### src/pcd_defines.svh
// Register offsets, field positions and reset values of the port C change detector.
// Assumes a 32-bit AXI4-Lite slave with one register per aligned word.
`ifndef PCD_DEFINES_SVH
`define PCD_DEFINES_SVH

`define PCD_OFF_RISE_EN 5'h00
`define PCD_OFF_FALL_EN 5'h04
`define PCD_OFF_FLAGS 5'h08
`define PCD_OFF_CTRL 5'h0c
`define PCD_OFF_IRQ_STAT 5'h10
`define PCD_OFF_IRQ_EN 5'h14
`define PCD_OFF_IRQ_CLR 5'h18
`define PCD_ADDR_W 5
`define PCD_PINS 8
`define PCD_RST_BYTE 8'h00
`define PCD_CTRL_IRQ_EN_BIT 0
`define PCD_CTRL_IRQ_FLAG_BIT 1
`define PCD_STAT_CHANGE_BIT 0
`define PCD_RESP_OKAY 2'b00
`define PCD_RESP_SLVERR 2'b10

`endif

### src/pcd_pkg.sv
// Types shared by the port C change detector.
// Assumes pcd_defines.svh is available on the include path.
`include "pcd_defines.svh"

package pcd_pkg;
  typedef struct packed {
    logic [`PCD_PINS-1:0] rise_en;
    logic [`PCD_PINS-1:0] fall_en;
  } pcd_edge_cfg_t;

  typedef struct packed {
    logic awvalid;
    logic [`PCD_ADDR_W-1:0] awaddr;
    logic wvalid;
    logic [31:0] wdata;
    logic [3:0] wstrb;
    logic bready;
    logic arvalid;
    logic [`PCD_ADDR_W-1:0] araddr;
    logic rready;
  } pcd_axi_req_t;

  typedef struct packed {
    logic awready;
    logic wready;
    logic bvalid;
    logic [1:0] bresp;
    logic arready;
    logic rvalid;
    logic [31:0] rdata;
    logic [1:0] rresp;
  } pcd_axi_rsp_t;
endpackage

### src/pcd_change_detect.sv
// Port C pin change detector with an AXI4-Lite register slave.
// Assumes pins are asynchronous to aclk and the wake controller samples wake_req.
//
// Functional notes
// Writable falling-edge enable, one bit per pin.
// Enabled falling edge sets the pin flag.
// Enabled rising edge sets the pin flag.
// Pin flag and shared flag set together.
// Disabled edge direction never sets a flag.
// Hardware only sets flags; software clears with zero.
// Enables and flags reset to zero.
// Pins 7 and 6 only on large variant.
// Unimplemented bits read zero, ignore writes.
// Writable rising-edge enable, one bit per pin.
// Change wakes device when interrupt enable set.
// Flags update before first instruction after wake.
// Software clears flags by masked AND.
// Synchronised sampling; hardware set beats clear.
// Shared flag is OR of all flags.
//
// Design decisions made here: the register addresses and the AXI4-Lite interface to the registers.
`timescale 1ns/1ps
`default_nettype none
`include "pcd_defines.svh"

module pcd_change_detect #(
  parameter bit LARGE_VARIANT = 1'b1
) (
  input wire logic aclk,
  input wire logic aresetn,
  input wire pcd_pkg::pcd_axi_req_t axi_req,
  output pcd_pkg::pcd_axi_rsp_t axi_rsp,
  input wire logic [7:0] third_port_pin,
  output logic shared_change_irq_flag,
  output logic wake_req,
  output logic irq
);
  import pcd_pkg::*;

  // Pins 7 and 6 exist only on the larger package; elsewhere they are tied off.
  localparam logic [7:0] IMPL_MASK = LARGE_VARIANT ? 8'hff : 8'h3f;

  logic [7:0] pin_meta_ff, pin_sync_ff, pin_prev_ff;
  logic [7:0] portc_rise_edge_enable_ff, portc_fall_edge_enable_ff;
  logic [7:0] portc_change_flags_ff, nxt_portc_change_flags;
  logic shared_change_irq_enable_ff;
  logic irq_stat_ff, irq_en_ff, nxt_irq_stat;
  logic aw_held_ff, w_held_ff, bvalid_ff, rvalid_ff;
  logic [`PCD_ADDR_W-1:0] awaddr_ff;
  logic [31:0] wdata_ff, rdata_ff;
  logic [1:0] bresp_ff, rresp_ff;
  logic w_lane_ff;

  // The first stage feeds only the second; all edge logic looks at later stages.
  always_ff @(posedge aclk) begin
    if (!aresetn) begin
      pin_meta_ff <= `PCD_RST_BYTE;
      pin_sync_ff <= `PCD_RST_BYTE;
      pin_prev_ff <= `PCD_RST_BYTE;
    end else begin
      pin_meta_ff <= third_port_pin;
      pin_sync_ff <= pin_meta_ff;
      pin_prev_ff <= pin_sync_ff;
    end
  end

  // One slice per pin; a pin outside the implemented mask never reports an edge.
  wire [`PCD_PINS-1:0] rise_seen;
  wire [`PCD_PINS-1:0] fall_seen;
  wire [`PCD_PINS-1:0] edge_hit;
  for (genvar i = 0; i < `PCD_PINS; i++) begin : g_pin
    assign rise_seen[i] = pin_sync_ff[i] && !pin_prev_ff[i];
    assign fall_seen[i] = !pin_sync_ff[i] && pin_prev_ff[i];
    assign edge_hit[i] = IMPL_MASK[i] && ((rise_seen[i] && portc_rise_edge_enable_ff[i])
                         || (fall_seen[i] && portc_fall_edge_enable_ff[i]));
  end

  // Write channel: address and data are taken in either order and held until both arrive.
  wire aw_take = axi_req.awvalid && !aw_held_ff && !bvalid_ff;
  wire w_take = axi_req.wvalid && !w_held_ff && !bvalid_ff;
  wire have_aw = aw_held_ff || aw_take;
  wire have_w = w_held_ff || w_take;
  wire do_write = have_aw && have_w && !bvalid_ff;
  wire [`PCD_ADDR_W-1:0] wr_addr = aw_held_ff ? awaddr_ff : axi_req.awaddr;
  wire [31:0] wr_data = w_held_ff ? wdata_ff : axi_req.wdata;
  wire [7:0] wr_byte = wr_data[7:0] & IMPL_MASK;
  wire wr_lane0 = w_held_ff ? w_lane_ff : axi_req.wstrb[0];

  function automatic logic reg_mapped(input logic [`PCD_ADDR_W-1:0] a);
    reg_mapped = (a == `PCD_OFF_RISE_EN) || (a == `PCD_OFF_FALL_EN) || (a == `PCD_OFF_FLAGS)
              || (a == `PCD_OFF_CTRL) || (a == `PCD_OFF_IRQ_STAT) || (a == `PCD_OFF_IRQ_EN)
              || (a == `PCD_OFF_IRQ_CLR);
  endfunction

  wire wr_ok = do_write && wr_lane0;
  wire wr_rise = wr_ok && (wr_addr == `PCD_OFF_RISE_EN);
  wire wr_fall = wr_ok && (wr_addr == `PCD_OFF_FALL_EN);
  wire wr_flags = wr_ok && (wr_addr == `PCD_OFF_FLAGS);
  wire wr_ctrl = wr_ok && (wr_addr == `PCD_OFF_CTRL);
  wire wr_irq_en = wr_ok && (wr_addr == `PCD_OFF_IRQ_EN);
  wire wr_irq_clr = wr_ok && (wr_addr == `PCD_OFF_IRQ_CLR);

  // Only zeros written clear flags; ones leave them, so a masked AND never loses a new edge.
  wire [7:0] flag_keep = wr_flags ? wr_data[7:0] : 8'hff;
  assign nxt_portc_change_flags = ((portc_change_flags_ff & flag_keep) | edge_hit) & IMPL_MASK;

  wire change_any = |portc_change_flags_ff;
  wire clr_stat = wr_irq_clr && wr_data[`PCD_STAT_CHANGE_BIT];
  assign nxt_irq_stat = (irq_stat_ff && !clr_stat) || (|edge_hit);

  always_ff @(posedge aclk) begin
    if (!aresetn) begin
      portc_rise_edge_enable_ff <= `PCD_RST_BYTE;
      portc_fall_edge_enable_ff <= `PCD_RST_BYTE;
      portc_change_flags_ff <= `PCD_RST_BYTE;
      shared_change_irq_enable_ff <= 1'b0;
      irq_stat_ff <= 1'b0;
      irq_en_ff <= 1'b0;
    end else begin
      if (wr_rise) begin
        portc_rise_edge_enable_ff <= wr_byte;
      end
      if (wr_fall) begin
        portc_fall_edge_enable_ff <= wr_byte;
      end
      if (wr_ctrl) begin
        shared_change_irq_enable_ff <= wr_data[`PCD_CTRL_IRQ_EN_BIT];
      end
      if (wr_irq_en) begin
        irq_en_ff <= wr_data[`PCD_STAT_CHANGE_BIT];
      end
      portc_change_flags_ff <= nxt_portc_change_flags;
      irq_stat_ff <= nxt_irq_stat;
    end
  end

  // The shared flag follows the pin flags, so it rises on the same edge. R04
  assign shared_change_irq_flag = change_any;
  // Flags are already latched when wake is raised, ahead of any fetch. R12
  assign wake_req = change_any && shared_change_irq_enable_ff;
  assign irq = irq_stat_ff && irq_en_ff;

  always_ff @(posedge aclk) begin
    if (!aresetn) begin
      aw_held_ff <= 1'b0;
      w_held_ff <= 1'b0;
      awaddr_ff <= '0;
      wdata_ff <= '0;
      bvalid_ff <= 1'b0;
      bresp_ff <= `PCD_RESP_OKAY;
    end else begin
      if (do_write) begin
        aw_held_ff <= 1'b0;
        w_held_ff <= 1'b0;
        bvalid_ff <= 1'b1;
        bresp_ff <= reg_mapped(wr_addr) ? `PCD_RESP_OKAY : `PCD_RESP_SLVERR;
      end else begin
        if (aw_take) begin
          aw_held_ff <= 1'b1;
          awaddr_ff <= axi_req.awaddr;
        end
        if (w_take) begin
          w_held_ff <= 1'b1;
          wdata_ff <= axi_req.wdata;
        end
        if (bvalid_ff && axi_req.bready) begin
          bvalid_ff <= 1'b0;
        end
      end
    end
  end

  // A write whose low lane is not strobed is answered but changes nothing.
  // The strobe is held with the data, so a late address cannot turn such a write into a clear.
  always_ff @(posedge aclk) begin
    if (!aresetn) begin
      w_lane_ff <= 1'b0;
    end else if (w_take && !do_write) begin
      w_lane_ff <= axi_req.wstrb[0];
    end
  end

  wire [31:0] ctrl_word = {30'h0, change_any, shared_change_irq_enable_ff};
  wire ar_take = axi_req.arvalid && !rvalid_ff;
  logic [31:0] rd_word;
  always_comb begin
    case (axi_req.araddr)
      `PCD_OFF_RISE_EN: rd_word = {24'h0, portc_rise_edge_enable_ff};
      `PCD_OFF_FALL_EN: rd_word = {24'h0, portc_fall_edge_enable_ff};
      `PCD_OFF_FLAGS: rd_word = {24'h0, portc_change_flags_ff};
      `PCD_OFF_CTRL: rd_word = ctrl_word;
      `PCD_OFF_IRQ_STAT: rd_word = {31'h0, irq_stat_ff};
      `PCD_OFF_IRQ_EN: rd_word = {31'h0, irq_en_ff};
      default: rd_word = 32'h0;
    endcase
  end

  always_ff @(posedge aclk) begin
    if (!aresetn) begin
      rvalid_ff <= 1'b0;
      rdata_ff <= '0;
      rresp_ff <= `PCD_RESP_OKAY;
    end else if (ar_take) begin
      rvalid_ff <= 1'b1;
      rdata_ff <= rd_word;
      rresp_ff <= reg_mapped(axi_req.araddr) ? `PCD_RESP_OKAY : `PCD_RESP_SLVERR;
    end else if (rvalid_ff && axi_req.rready) begin
      rvalid_ff <= 1'b0;
    end
  end

  always_comb begin
    axi_rsp = '0;
    axi_rsp.awready = !aw_held_ff && !bvalid_ff;
    axi_rsp.wready = !w_held_ff && !bvalid_ff;
    axi_rsp.bvalid = bvalid_ff;
    axi_rsp.bresp = bresp_ff;
    axi_rsp.arready = !rvalid_ff;
    axi_rsp.rvalid = rvalid_ff;
    axi_rsp.rdata = rdata_ff;
    axi_rsp.rresp = rresp_ff;
  end
endmodule
`default_nettype wire

### config.mk
export PLATFORM = sky130hd
export DESIGN_NAME = pcd_change_detect
export DESIGN_NICKNAME = d
export VERILOG_FILES = /design/src/pcd_pkg.sv /design/src/pcd_change_detect.sv
export VERILOG_INCLUDE_DIRS = /design/src
export SDC_FILE = /design/constraint.sdc
export NUM_CORES = 1
export LEC_CHECK = 0
export ABC_AREA = 1
export ABC_CLOCK_PERIOD_IN_PS = 2200
export BUFFER_PORTS_ARGS = -buffer_cell sky130_fd_sc_hd__buf_2
export CORE_MARGIN = 1.5
export CORE_UTILIZATION = 45
export CTS_BUF_LIST = sky130_fd_sc_hd__clkbuf_4 sky130_fd_sc_hd__clkbuf_8 sky130_fd_sc_hd__clkbuf_16
export CTS_CLUSTER_SIZE = 12
export DETAILED_ROUTE_END_ITERATION = 12
export GPL_ROUTABILITY_DRIVEN = 1
export PLACE_DENSITY_LB_ADDON = 0.3
export SYNTH_ARGS = -nofsm -noshare
export SYNTH_HDL_FRONTEND = slang
export SYNTH_SLANG_ARGS = --single-unit
### constraint.sdc
create_clock -name aclk -period 2.2 [get_ports aclk]
set_clock_uncertainty 0.2 [all_clocks]
set_input_delay 0.22 -clock aclk [delete_from_list [all_inputs] [get_ports aclk]]
set_output_delay 0.22 -clock aclk [all_outputs]
set_load 0.01 [all_outputs]
Yosys cells after proc, flatten, opt, wreduce, memory -nomap -nowiden:

Index checks and enable logic that the tools add are counted.

* register bits: 105
* bits in latches: 0
* RAM bits: 0
* ROM bits: 0
* input bits: 61
* output and inout port bits: 44
* word-level logic and storage cells: 155
* memories kept: 0

* add/sub/neg operators: 0
* $mul: 0
* div/mod/pow operators: 0
* magnitude comparators: 0
* equality and inequality tests: 12
* shift operators: 0
* multiplexer cells: 11
* bitwise gates (word level): 4
* reductions and logical operators: 109

Operators by type and width (count)
* logical AND 1 bit: 55
* one-hot mux 8 bit (6 select lines): 1
* equality test 5 bit (second input constant): 6
* logical OR 1 bit: 23
* logical NOT 1 bit: 22
* equality test 5 x 4 -> 1 bit (second input constant): 4
* two-way mux 8 bit: 2
* OR reduction 8 bit: 2
* equality test 5 x 3 -> 1 bit (second input constant): 2
* logical NOT 5 bit: 2
* AND 8 bit: 1
* bitwise OR 8 bit: 1
* two-way mux 1 bit: 5
* two-way mux 5 bit: 1
* two-way mux 2 bit: 2
* AND reduction 2 bit: 2
* nonzero test 2 bit: 2
* NOT 1 bit: 2
* OR reduction 2 bit: 1

Longest topological paths before layout:

* depth in word-level cells: 12
* depth in mapped cells: 10
* gate-level depth less buffers: 10

Worst setup path before layout:

OpenSTA, ideal clock, no wires.

* path type: reg-to-reg
* start point: reg aw_held_ff
* end point: reg portc_rise_edge_enable_ff[5]
* setup time: 113 ps
* arrival time: 1309 ps
* required time: 1887 ps
* setup slack: 578 ps
* stages on the path, launching flop included: 10
* path buffers: 2
* clock period less this slack: 1622 ps
* cells stage by stage: dfxtp_1 -> buf_6 -> inv_4 -> a21oi_4 -> nand3_4 -> nor3_4 -> buf_6 -> nand2_1 -> nand2_1 -> nor2_1

* longest elaborated chain between the ends: 8
* elaborated cells on any way between the ends: 10
* those cells by class: mux (1); reduce/logical (9)

RTL lines
* from (decl): line pcd_change_detect.sv:48 `logic aw_held_ff, w_held_ff, bvalid_ff, rvalid_ff;`
* from (signal assigned): line pcd_change_detect.sv:145 `aw_held_ff <= 1'b0;`
* from (signal assigned): line pcd_change_detect.sv:153 `aw_held_ff <= 1'b0;`
* from (signal assigned): line pcd_change_detect.sv:159 `aw_held_ff <= 1'b1;`
* logical NOT 1 bit: line pcd_change_detect.sv:79 `wire aw_take = axi_req.awvalid && !aw_held_ff && !bvalid_ff;`
* logical AND 1 bit (2 in series): line pcd_change_detect.sv:79
* logical OR 1 bit: line pcd_change_detect.sv:81 `wire have_aw = aw_held_ff || aw_take;`
* logical AND 1 bit (2 in series): line pcd_change_detect.sv:83 `wire do_write = have_aw && have_w && !bvalid_ff;`
* logical AND 1 bit: line pcd_change_detect.sv:95 `wire wr_ok = do_write && wr_lane0;`
* logical AND 1 bit (*): line pcd_change_detect.sv:96 `` wire wr_rise = wr_ok && (wr_addr == `PCD_OFF_RISE_EN); ``
* to (signal assigned): line pcd_change_detect.sv:113 `` portc_rise_edge_enable_ff <= `PCD_RST_BYTE; ``
* to (signal assigned): line pcd_change_detect.sv:121 `portc_rise_edge_enable_ff <= wr_byte;`
* to (decl): line pcd_change_detect.sv:44 `logic [7:0] portc_rise_edge_enable_ff, portc_fall_edge_enable_ff;`

Mark *: on every way between the ends. The rest lies on a longest branch, timed or not.
A chain may end at the register's enable or synchronous reset.

Worst setup path in the final report:

* start point: reg aw_held_ff
* end point: reg portc_change_flags_ff[4]

* longest elaborated chain between the ends: 11
* elaborated cells on any way between the ends: 13
* those cells by class: eq/ne (1); mux (2); bitwise (2); reduce/logical (8)

RTL lines
* logical NOT 1 bit: line pcd_change_detect.sv:79
* logical AND 1 bit (2 in series): line pcd_change_detect.sv:79
* logical OR 1 bit: line pcd_change_detect.sv:81
* logical AND 1 bit (2 in series): line pcd_change_detect.sv:83
* logical AND 1 bit: line pcd_change_detect.sv:95
* logical AND 1 bit (*): line pcd_change_detect.sv:98 `` wire wr_flags = wr_ok && (wr_addr == `PCD_OFF_FLAGS); ``
* two-way mux 8 bit (*): line pcd_change_detect.sv:104 `wire [7:0] flag_keep = wr_flags ? wr_data[7:0] : 8'hff;`
* AND 8 bit (*): line pcd_change_detect.sv:105 `assign nxt_portc_change_flags = ((portc_change_flags_ff & flag_keep) | edge_hit) & IMPL_MASK;`
* bitwise OR 8 bit (*): line pcd_change_detect.sv:105
* to (signal assigned): line pcd_change_detect.sv:115 `` portc_change_flags_ff <= `PCD_RST_BYTE; ``
* to (signal assigned): line pcd_change_detect.sv:132 `portc_change_flags_ff <= nxt_portc_change_flags;`
* to (decl): line pcd_change_detect.sv:45 `logic [7:0] portc_change_flags_ff, nxt_portc_change_flags;`

Marked as above.

==> summary.md <==
| Metric | Value |
|---|---|
| CP Class | `reg2reg` |
| Core Rows | `32` |
| H-tree Lvls | `3` |
| Metal2 WL | `around 3600 um` |
| Lkg Pwr | `2.093 nW` |
| DIE HEIGHT | `approximately 93 um` |
| Initial core utilization | `0.4683` |
| Internal power | `around 2.2 mW` |
| Global Route Usage Sum | `0.1911` |
| WL final | `7771 um` |
| Count of buffers from port buffering | `51` |
| Register Area | `around 1600 um2` |
| Filler instances | `785` |
| # IOs | `~110` |
| Antenna violations before repair | `0` |
| Number of setup buffers added after CTS | `0` |
| Largest net degree at the start of global routing | `46` |
| Post-layout minimum cycle time | `a little under 2000 ps` |
| Worst-path clk slew | `around 90 ps` |
| Worst Max-Slew Pin Slew | `around 700 ps` |
| # hold bufs at CTS | `24` |
| Clk_lat worst skew | `around 360 ps` |
| Synthesized flop and latch total | `79` |
| Total power | `just over 3 mW` |
| Sequential share of power | `0.495` |
| CTS tree | `yes` |
| Power per cell area | `~710 nW/um2` |
| Netlist Area Pre-Place | `around 3700 um2` |
| Worst Path Arrival | `1970 ps` |
| Final ANT Viol Nets | `0` |
| Worst setup SP type | `flop` |
| # diodes | `0` |
| RSZ-0062 raised after global routing | `false` |
| Final worst setup slack | `about 240 ps` |
| DRC Markers | `0` |
| Max-slew headroom | `0.5267` |
| Footprint of the multi-input gates | `1580 um2` |
| Hpwl dp | `~5300 um` |
| Die area | `roughly 8700 um2` |
| Grt ovf | `0` |
| Ranking of synthesized cells by area | `dfxtp_1 (43%), nand2_1 (17%), inv_1 (7.4%)` |
| Vias | `around 3,300` |
| Final #Nets | `674` |
| Post-synth top area share | `0.4326` |
| Status | `complete, no violations` |
| Share of layout cells above drive strength 1 | `0.1424` |
| Clk root buf | `clkbuf_8` |
| RD Place Congestion | `0.8092` |
| Clock Sinks | `79` |
| Vias per inst | `~4.6` |
| Max-slew violations | `0` |
| Initial DRC count | `about 170` |
| Num CTS Buffers | `9` |
| Area of the core | `7807 um2` |
| Gate Count Post-Synth | `about 540` |
| Die W | `93.14 um` |
| Area after DPL | `3885 um2` |
| Sequential fraction of the synthesis area | `0.4326` |
| Fin crit share | `0.8895` |
| Post-synthesis cell type count | `25` |
| DP Worst Slack | `roughly 280 ps` |
| Syn. warnings | `0` |
| Combinational share of power | `0.133` |
| Final hold vios | `0` |
| Total of max-cap violations | `0` |
| Dominant cell type by area after synthesis | `dfxtp_1` |
| Vias in the first global route | `2,892` |
| Switch share | `0.2770` |
| 1st-pass router iterations | `4` |
| Metal3 WL | `about 450 um` |
| Net Sw Power | `about 0.86 mW` |
| Final Cell Area | `4342 um2` |
| Final setup fails | `0` |
| Max Root-Sink Buffers | `2` |
| Clock power frac | `0.372` |
| Hold/Removal Path Class | `in2reg` |
| Highest routed layer | `met4` |
| First-pass GRT wire length | `~13,000 um` |
| Post-CTS sizing | `0` |
| Setup TNS | `0 ps` |
| VDD IR max | `approximately 0.00033 V` |
| Max FO, Critical Path | `9` |
| Fmax | `511.0 MHz` |
| Worst endpoint required time | `roughly 2200 ps` |
| Crit end category | `flop` |
| Mean Syn Cell Area | `6.796 um2` |
| Area Growth Syn to Fin | `18.75%` |
| M1 WL | `roughly 3700 um` |
| Wirelength per Cell | `~11 um` |
[worst max-delay path: stages, from the launching register on]
cell     delay (ps)
dfxtp_1         550
inv_4            80
nand2_1          80
nand2_2          90
nor2_1          150
nand3_1         100
nor2_2          320
nand2_1         100
nand2_1          80
a21oi_1          50
[flip-flops by register name, indices dropped and copies added, names as in the netlist]
register,cells
rdata_ff,8
irq_stat_ff,1
pin_sync_ff,8
wdata_ff,8
portc_change_flags_ff,8
portc_rise_edge_enable_ff,8
aw_held_ff,1
pin_prev_ff,8
rresp_ff,1
awaddr_ff,5
bvalid_ff,1
rvalid_ff,1
irq_en_ff,1
portc_fall_edge_enable_ff,8
shared_change_irq_enable_ff,1
bresp_ff,1
pin_meta_ff,8
w_lane_ff,1
w_held_ff,1
[kinds of logic after synthesis]
logic type | share of synthesized area
and+or+nand+nor | 0.3066
AOI/OAI and AO/OA | 0.09891
DFF | 0.4326
other | 0.001026
buffers and inverters | 0.1608
[routing by layer]
metal  GRT usage  up-vias
met4     0.06944        0
met5           0        -
met1      0.2389     1437
li1            -     1744
met3     0.04472        9
met2      0.3206       93
[layout make-up]
class / count / share of cell area
inverters: 76 / 0.06628
flip-flops and latches: 79 / 0.3643
clock buffers: 11 / 0.03487
repair buffers: 82 / 0.1262
multi-input cells: 365 / 0.3640
clock inverters: 5 / 0.01499
well taps: 102 / 0.02939
[cell usage after synthesis, drive strengths merged]
master	number
clkbuf	9
nand3	29
clkinv	1
buf	34
inv	75
dfxtp	79
nand2	164
nand4	4
o21a	1
nor3	6
o21ai	32
nor2	68
a21oi	35
conb	1
[layout by cell type, fill, tap and decap left out]
cell           Yosys  routed
o21ai_2            2       2
nand3_2            1       1
o21ai_0           30      30
clkinv_4           0       1
clkbuf_8           0      11
nand2_2            2       2
inv_1             72      72
o21a_1             1       1
nor2_2             2       2
nand3_1           27      27
inv_8              0       1
a21oi_4            1       1
nor3_1             4       4
a21oi_1           34      34
clkinvlp_4         0       2
nor3_4             2       2
dlygate4sd3_1      0      24
nand4_1            4       4
dfxtp_1           79      79
conb_1             1      26
inv_4              1       1
bufinv_16          0       1
nor2_1            66      66
clkinv_1           1       1
buf_2              0      51
nand2_1          162     162
buf_4             29       7
nand3_4            1       1
inv_2              2       2
[power by group through the flow]
stage	clock (mW)	sequential, mW	combinational [mW]
2_1_floorplan	0	1.55	0.319
3_3_place_gp	0	1.56	0.368
3_5_place_dp	0	1.56	0.377
4_1_cts	1.17	1.53	0.412
5_1_grt	1.23	1.54	0.467
6_report	1.15	1.53	0.411
[metrics by stage]
step	utilization	hold slack, ps	instances
final	0.5561	31.34	720
after global placement	0.4976	195.0	680
after global routing	0.5561	33.12	720
after floorplan	-	117.6	563
after detailed placement	0.4976	197.3	680
after CTS	0.5561	29.11	720
[path summary, 6_finish.rpt]
kind | startpoint | to | slack (ps) | depth (start not counted)
hold / removal | aresetn | pin_prev_ff[5] | 30 | 3
hold reg to reg | pin_meta_ff[1] | pin_sync_ff[1] | 210 | 2
setup / recovery | aw_held_ff | portc_change_flags_ff[4] | 240 | 9
setup reg to reg | aw_held_ff | portc_change_flags_ff[4] | 240 | 9
(Power assumes the default switching activity.)
